<file path="config.mk">
export PLATFORM = sky130hd
export DESIGN_NAME = uie_top
export DESIGN_NICKNAME = d
export VERILOG_FILES = /design/src/inc/uie_pkg.sv /design/src/core/uie_top.sv
export VERILOG_INCLUDE_DIRS = /design/src /design/src/inc
export SDC_FILE = /design/constraint.sdc
export NUM_CORES = 1
export LEC_CHECK = 0
export CAP_MARGIN = 20
export CORE_ASPECT_RATIO = 2
export CORE_MARGIN = 3
export CORE_UTILIZATION = 60
export DETAILED_ROUTE_END_ITERATION = 8
export DONT_BUFFER_PORTS = 1
export GPL_TIMING_DRIVEN = 0
export PLACE_DENSITY = 0.76
export SYNTH_ARGS = -nofsm -noshare
export SYNTH_HDL_FRONTEND = slang
export SYNTH_SLANG_ARGS = --single-unit
</file>
<file path="constraint.sdc">
create_clock -name clk_sys -period 4.82 [get_ports clk_sys]
set_input_delay 0.723 -clock clk_sys [delete_from_list [all_inputs] [get_ports clk_sys]]
set_output_delay 0.723 -clock clk_sys [all_outputs]
set_load 0.01 [all_outputs]
</file>
<file path="src/inc/uie_defines.svh">
`ifndef UIE_DEFINES_SVH
`define UIE_DEFINES_SVH
// ----------------------------------------
// Timing
// ----------------------------------------
`define UIE_CLK_NS 8
`define UIE_FRAME_NS 1000000
`define UIE_RST_NS 2500
`define UIE_MISS_MAX 2'h3
// ----------------------------------------
// Register offsets
// ----------------------------------------
`define UIE_OFS_CTRL 8'h00
`define UIE_OFS_STAT 8'h04
`define UIE_OFS_EP 8'h08
// ----------------------------------------
// Field positions
// ----------------------------------------
`define UIE_CTL_FORCE_SUSPEND_BIT 0
`define UIE_CTL_LP 1
`define UIE_CTL_RES 2
`define UIE_ST_LINE 5
`define UIE_EP_SET 9
// ----------------------------------------
// Encodings and reset values
// ----------------------------------------
`define UIE_KIND_ISO 2'h2
`define UIE_STAT_VALID 2'h3
`define UIE_LINE_IDLE 2'h2
`define UIE_LINE_SE0 2'h0
`define UIE_EP_RST 9'h000
`define UIE_FLAG_RST 5'h00
`endif

</file>
<file path="src/inc/uie_pkg.sv">
package uie_pkg;
    typedef struct packed {
        logic done;
        logic crc_err;
        logic overrun;
    } uie_txn_type;
    typedef struct packed {
        logic rcmp;
        logic tcmp;
        logic rtog;
        logic ttog;
        logic dir_in;
        logic [1:0] stat;
        logic [1:0] kind;
    } uie_endpoint_kind_field;
    typedef struct packed {
        logic expected_frame_start_event;
        logic err;
        logic rst;
        logic wakeup_flag;
        logic suspend_request_flag;
    } uie_flag_type;
    typedef enum logic [2:0] {
        UIE_RUN = 3'b001,
        UIE_SUSPEND_REQUEST_FLAG = 3'b010,
        UIE_RESET = 3'b100
    } uie_state_type;
endpackage

</file>
<file path="src/core/uie_top.sv">
`timescale 1ns/100ps
`include "uie_defines.svh"
module uie_top #(
    parameter int FRAME_CYC = `UIE_FRAME_NS / `UIE_CLK_NS
) (
    // Clock and reset
    input wire logic clk_sys,
    input wire logic reset_n,
    // AHB-Lite slave
    input wire logic hsel,
    input wire logic [31:0] haddr,
    input wire logic [1:0] htrans,
    input wire logic hwrite,
    input wire logic [2:0] hsize,
    input wire logic [31:0] hwdata,
    input wire logic hready,
    output logic [31:0] hrdata,
    output logic hreadyout,
    output logic hresp,
    // Protocol engine events
    input wire logic sof_pulse,
    input wire uie_pkg::uie_txn_type txn,
    // Received line levels
    input wire logic line_dp,
    input wire logic line_dm,
    // Endpoint steering
    output logic buf_set_sel,
    output logic pid_data1,
    output logic handshake_en,
    output logic ep_enabled,
    // Power control
    output logic suspended,
    output logic xcvr_low_power,
    output logic resume_drive
);
    localparam int RST_CYC = (`UIE_RST_NS + `UIE_CLK_NS - 1) / `UIE_CLK_NS;
    // Millisecond counter is 20 bits wide, so the frame length must fit in it
    if (FRAME_CYC < 4 || FRAME_CYC >= (1 << 20)) begin : g_frame_chk
        $error("FRAME_CYC out of range");
    end
    // Address phase accepted by this slave
    function automatic logic bus_take(input logic sel, input logic [1:0] trans, input logic rdy);
        return sel && trans[1] && rdy;
    endfunction
    // ----------------------------------------
    // Line synchroniser
    // ----------------------------------------
    logic [1:0] sync1_ff;
    logic [1:0] line_ff;
    always_ff @(posedge clk_sys) begin
        if (!reset_n) begin
            sync1_ff <= `UIE_LINE_IDLE;
            line_ff <= `UIE_LINE_IDLE;
        end else begin
            sync1_ff <= {line_dp, line_dm};
            line_ff <= sync1_ff;
        end
    end
    // ----------------------------------------
    // State
    // ----------------------------------------
    logic wr_ff, nxt_wr;
    logic [7:0] wa_ff, nxt_wa;
    logic [31:0] hrdata_ff, nxt_hrdata;
    logic fs_ff, nxt_fs, lp_ff, nxt_lp, res_ff, nxt_res;
    uie_pkg::uie_flag_type flg_ff, nxt_flg;
    uie_pkg::uie_endpoint_kind_field ep_ff, nxt_ep;
    uie_pkg::uie_state_type st_ff, nxt_st;
    logic [19:0] ms_ff, nxt_ms;
    logic [1:0] miss_ff, nxt_miss;
    logic [15:0] se0_ff, nxt_se0;
    logic bsel_ff, nxt_bsel, pid_ff, nxt_pid, hs_ff, nxt_hs, en_ff, nxt_en;
    logic sus_ff, lpo_ff, rdrv_ff;
    logic tick, is_iso, iso_done, se0_long;
    logic w_ctl, w_st, w_ep;
    assign tick = (ms_ff == 20'(FRAME_CYC - 1));
    assign is_iso = (ep_ff.kind == `UIE_KIND_ISO);
    assign iso_done = txn.done && is_iso && (ep_ff.stat == `UIE_STAT_VALID);
    assign se0_long = (se0_ff >= 16'(RST_CYC));
    assign w_ctl = wr_ff && (wa_ff == `UIE_OFS_CTRL);
    assign w_st = wr_ff && (wa_ff == `UIE_OFS_STAT);
    assign w_ep = wr_ff && (wa_ff == `UIE_OFS_EP);
    // ----------------------------------------
    // Bus slave and registers
    // ----------------------------------------
    always_comb begin
        nxt_wr = bus_take(hsel, htrans, hready) && hwrite;
        nxt_wa = haddr[7:0];
        nxt_hrdata = hrdata_ff;
        if (bus_take(hsel, htrans, hready) && !hwrite) begin
            unique case (haddr[7:0])
                `UIE_OFS_CTRL: nxt_hrdata = {29'h0, res_ff, lp_ff, fs_ff};
                `UIE_OFS_STAT: nxt_hrdata = {25'h0, line_ff, flg_ff};
                `UIE_OFS_EP: nxt_hrdata = {22'h0, bsel_ff, ep_ff};
                default: nxt_hrdata = 32'h0000_0000;
            endcase
        end
        nxt_fs = w_ctl ? hwdata[`UIE_CTL_FORCE_SUSPEND_BIT] : fs_ff;
        nxt_lp = w_ctl ? hwdata[`UIE_CTL_LP] : lp_ff;
        nxt_res = w_ctl ? hwdata[`UIE_CTL_RES] : res_ff;
        nxt_flg = w_st ? (flg_ff & ~uie_pkg::uie_flag_type'(hwdata[4:0])) : flg_ff;
        nxt_ep = ep_ff;
        if (w_ep) begin
            nxt_ep.kind = hwdata[1:0];
            nxt_ep.stat = hwdata[3:2];
            nxt_ep.dir_in = hwdata[4];
            // Toggle-only semantics: writing 1 flips the bit
            nxt_ep.ttog = ep_ff.ttog ^ hwdata[5];
            nxt_ep.rtog = ep_ff.rtog ^ hwdata[6];
            nxt_ep.tcmp = ep_ff.tcmp & ~hwdata[7];
            nxt_ep.rcmp = ep_ff.rcmp & ~hwdata[8];
        end
        // Hardware sets placed after clears so a coincident event wins
        if (iso_done) begin
            if (ep_ff.dir_in) begin
                nxt_ep.tcmp = 1'b1;
                nxt_ep.ttog = nxt_ep.ttog ^ 1'b1;
            end else begin
                nxt_ep.rcmp = 1'b1;
                nxt_ep.rtog = nxt_ep.rtog ^ 1'b1;
            end
            // Status pair deliberately untouched: no flow control
            if (txn.crc_err) begin
                nxt_flg.err = 1'b1;
            end
        end
        if (tick) begin
            nxt_flg.expected_frame_start_event = 1'b1;
        end
        if (tick && !sof_pulse && !fs_ff && miss_ff == 2'h2) begin
            nxt_flg.suspend_request_flag = 1'b1;
        end
        if (st_ff == uie_pkg::UIE_SUSPEND_REQUEST_FLAG && line_ff != `UIE_LINE_IDLE) begin
            nxt_lp = 1'b0;
            nxt_flg.wakeup_flag = 1'b1;
        end
        if (st_ff == uie_pkg::UIE_RESET && line_ff != `UIE_LINE_SE0) begin
            nxt_flg.rst = 1'b1;
        end
        if (st_ff == uie_pkg::UIE_RESET) begin
            // Bus reset returns the CTRL bits and the endpoint register to their power-up values; flags keep theirs
            nxt_fs = 1'b0;
            nxt_lp = 1'b0;
            nxt_res = 1'b0;
            nxt_ep = `UIE_EP_RST;
        end
    end
    always_ff @(posedge clk_sys) begin
        if (!reset_n) begin
            wr_ff <= 1'b0;
            wa_ff <= 8'h00;
            hrdata_ff <= 32'h0000_0000;
            fs_ff <= 1'b0;
            lp_ff <= 1'b0;
            res_ff <= 1'b0;
            flg_ff <= `UIE_FLAG_RST;
            ep_ff <= `UIE_EP_RST;
        end else begin
            wr_ff <= nxt_wr;
            wa_ff <= nxt_wa;
            hrdata_ff <= nxt_hrdata;
            fs_ff <= nxt_fs;
            lp_ff <= nxt_lp;
            res_ff <= nxt_res;
            flg_ff <= nxt_flg;
            ep_ff <= nxt_ep;
        end
    end
    // ----------------------------------------
    // Frame monitor and link state
    // ----------------------------------------
    always_comb begin
        nxt_ms = tick ? 20'h0_0000 : ms_ff + 20'h0_0001;
        nxt_miss = miss_ff;
        if (sof_pulse || fs_ff) begin
            nxt_miss = 2'h0;
        end else if (tick && miss_ff != `UIE_MISS_MAX) begin
            nxt_miss = miss_ff + 2'h1;
        end
        nxt_se0 = se0_ff;
        if (line_ff != `UIE_LINE_SE0) begin
            nxt_se0 = 16'h0000;
        end else if (!se0_long) begin
            nxt_se0 = se0_ff + 16'h0001;
        end
        nxt_st = st_ff;
        unique case (st_ff)
            uie_pkg::UIE_RUN: begin
                if (se0_long) begin
                    nxt_st = uie_pkg::UIE_RESET;
                end else if (fs_ff) begin
                    nxt_st = uie_pkg::UIE_SUSPEND_REQUEST_FLAG;
                end
            end
            uie_pkg::UIE_SUSPEND_REQUEST_FLAG: begin
                if (se0_long) begin
                    nxt_st = uie_pkg::UIE_RESET;
                end else if (!fs_ff) begin
                    nxt_st = uie_pkg::UIE_RUN;
                end
            end
            uie_pkg::UIE_RESET: begin
                if (line_ff != `UIE_LINE_SE0) begin
                    nxt_st = uie_pkg::UIE_RUN;
                end
            end
            default: nxt_st = uie_pkg::UIE_RUN;
        endcase
        nxt_bsel = ep_ff.dir_in ? ep_ff.ttog : ep_ff.rtog;
        nxt_pid = is_iso ? 1'b0 : nxt_bsel;
        nxt_hs = !is_iso;
        nxt_en = ep_ff.stat == `UIE_STAT_VALID;
    end
    always_ff @(posedge clk_sys) begin
        if (!reset_n) begin
            ms_ff <= 20'h0_0000;
            miss_ff <= 2'h0;
            se0_ff <= 16'h0000;
            st_ff <= uie_pkg::UIE_RUN;
            bsel_ff <= 1'b0;
            pid_ff <= 1'b0;
            hs_ff <= 1'b0;
            en_ff <= 1'b0;
            sus_ff <= 1'b0;
            lpo_ff <= 1'b0;
            rdrv_ff <= 1'b0;
        end else begin
            ms_ff <= nxt_ms;
            miss_ff <= nxt_miss;
            se0_ff <= nxt_se0;
            st_ff <= nxt_st;
            bsel_ff <= nxt_bsel;
            pid_ff <= nxt_pid;
            hs_ff <= nxt_hs;
            en_ff <= nxt_en;
            sus_ff <= nxt_st == uie_pkg::UIE_SUSPEND_REQUEST_FLAG;
            lpo_ff <= nxt_lp;
            rdrv_ff <= nxt_res && nxt_fs;
        end
    end
    assign hrdata = hrdata_ff;
    assign hreadyout = 1'b1;
    assign hresp = 1'b0;
    assign buf_set_sel = bsel_ff;
    assign pid_data1 = pid_ff;
    assign handshake_en = hs_ff;
    assign ep_enabled = en_ff;
    assign suspended = sus_ff;
    assign xcvr_low_power = lpo_ff;
    assign resume_drive = rdrv_ff;
endmodule

</file>
==> results.md <==
* Outcome: complete, no violations
* Initial drt markers at 126
* CP top delay family: simple AND/OR/NAND/NOR gates
* Critical Path Source Type: register
* Area Growth Syn to Fin at 12.4%
* Num CTS Buffers at 9
* Main area contributors after synthesis: dfxtp_1 45%, mux2i_1 5.1%, buf_4 4.6%, nor2_1 3.0%, nor2b_1 2.7%
* Avg WL per Cell at 15.6 um
* Sequential area share after synthesis at 0.445
* GRT overflow at 0
* Area leader, netlist: dfxtp_1
* RSZ-0062 raised after global routing: no
* Routability cong. at 0.865
* Count leader, synth: dfxtp_1
* Hold-fix buffers at CTS at 0
* Critical path required time at 5.03 ns
* Post-synth design cell area at 0.00391 mm^2
* # diodes at 0
* First-pass GRT wire length at 14200 um
* Later-pin clock latency in the skew report at 0.34 ns
* Largest net degree at the start of global routing at 16
* DR vias/cell at 5.63
* # resized after CTS at 0
* Share of layout cells above drive strength 1 at 0.120
* WL final at 8460 um
* Pwr dens at 337 mW/mm^2
* Number of synthesized flops with an enable pin at 0
* CTS sink count at 87
* Max Cap Viol at 0
* Crit path cell chain: ha_1 > buf_2 > nor4bb_1 > nand3_1 > o21ai_0 > clkbuf_1 > nor2_1
* Cell Rows at 41
* Worst hold path type: reg -> reg
* Final setup violation count at 0
* Critical path capture point type: register
* Warnings, synthesis at 0
* Critical path class: reg -> reg
* Worst slew margin at 0.367
* Synthesized flop and latch total at 87
* Max Slew Vio Count at 0
* Hold Slack at 0.408 ns
* Core Area at 0.00631 mm^2
* Post-route ant nets at 0
* Asr flop ratio synth at 0
* Vias in the first global route at 3134
* CP arrival at 2.49 ns
* Distinct cells, synth at 52
* Worst slew pin tran at 0.937 ns
* Ports at 121
* Initial antenna violation count at 0
* Via count at 3056
* Chip Height at 120 um
* Bufs on Longest Clock Path at 2
* CTS tree: done
* F_max at 0.439 GHz
* Max stage delay on crit path at 0.41 ns
* Final critical-path required period at 2.28 ns
* Setup Fix Bufs, Post-CTS at 0
* Drt pass-1 iters at 4
* # nets final at 538
* Buffers on Ports at 0
* Worst Skew at 0.00749 ns
* Final period utilization at 0.473
* Root Buffer: clkbuf_16
* Post-DP HPWL at 6380 um
* Synth Flop Type: dfxtp_1
* Worst vdd ir at 0.295 mV
* CTS clk-pin slew, worst paths at 0.06 ns
* Number of H-tree levels at 3
* Buffer and inverter count on the worst path at 2
* Synth top cells by count: 87 x dfxtp_1, 31 x nor2_1, 27 x nand2_1, 24 x buf_4, 20 x mux2i_1
* CP Max Fanout at 10
* Fin Setup TNS at 0 ns
* Average size of a mapped cell at 9.33 um^2
* Die Wd at 63.1 um
* Critical Path Slowest Stage Cell: nor4bb_1
* P_leak at 1.74 nW
* Initial core utilization at 0.620
* Hold Vio Cnt, Final at 0
* Die area at 0.00758 mm^2
* DRC Markers at 0
* Global-route usage over all layers at 0.238
* Filler cell count at 512
* Synth top area share at 0.445
* Syn Inst Count at 419
-- logic make-up after synthesis --
logic type	count (synthesis)	synth area share
muxes	21	0.0541
and+or+nand+nor	172	0.256
xor gates and xnor gates	14	0.0314
DFF	87	0.445
AOI/OAI and AO/OA	63	0.115
other	2	0.00192
adders and majority gates	6	0.0192
buffers and inverters	54	0.0774
-- metrics by stage --
step / util / total power, mW / setup slack (ns) / cells / cell area, um^2
floorplan: - / 0.800 / 2.88 / 441 / 3990
detailed placement: 0.650 / 0.812 / 2.58 / 527 / 4100
CTS: 0.697 / 1.50 / 2.56 / 543 / 4400
global route: 0.697 / 1.54 / 2.23 / 543 / 4400
finish: 0.697 / 1.48 / 2.54 / 543 / 4400
global placement: 0.650 / 0.810 / 2.60 / 527 / 4100
-- routing by layer --
layer  up-vias  global-route usage  part of all wire
li1       1497                   -                 -
met1      1436               0.214              0.35
met2        86               0.436              0.55
met3        37              0.0665             0.045
met4         0               0.177             0.056
met5         -                   0                 0
-- state kept, by name, summed over array words and instances, names as in the netlist, 3 cells and up --
| signal | flops |
|---|---|
| ep_ff | 9 |
| ms_ff | 20 |
| se0_ff | 16 |
| wa_ff | 8 |
| flg_ff | 5 |
| hrdata | 10 |
| st_ff | 3 |
-- cell usage in the layout, fill, tap and decap left out, drive strengths merged, types with 9 or more instances in the layout --
cell type  count
xor2          12
or4            9
dfxtp         87
nand3         17
mux2i         20
nor2          31
nor2b         17
conb          24
and2          13
a21oi         11
buf           28
clkbuf        24
and3          14
nand2         27
inv           12
-- layout make-up --
cell class	instances	area, um^2	area share
multi-input cells	300	1950	0.443
flip-flops and latches	87	1740	0.396
inverters	11	41.3	0.00939
clock buffers	9	225	0.0512
plain buffers	43	262	0.0595
well taps	86	108	0.0245
clock inverters	7	71.3	0.0162
-- final timing paths --
path | startpoint | to | slack (ns) | cells after the start
min reg2reg | sync1_ff[1] | line_ff[1] | 0.41 | 1
max reg2reg | ms_ff[0] | ms_ff[8] | 2.54 | 7
min | sync1_ff[1] | line_ff[1] | 0.41 | 1
max | ms_ff[0] | ms_ff[8] | 2.54 | 7
-- report_power, final --
group	leakage, nW	internal [mW]	total [mW]	switching (mW)
registers	0.705	0.727	0.732	0.00519
logic	0.895	0.0269	0.0649	0.0380
clock network	0.138	0.401	0.686	0.285
total	1.74	1.16	1.48	0.328
No activity file was read; power rests on OpenSTA's default activity.
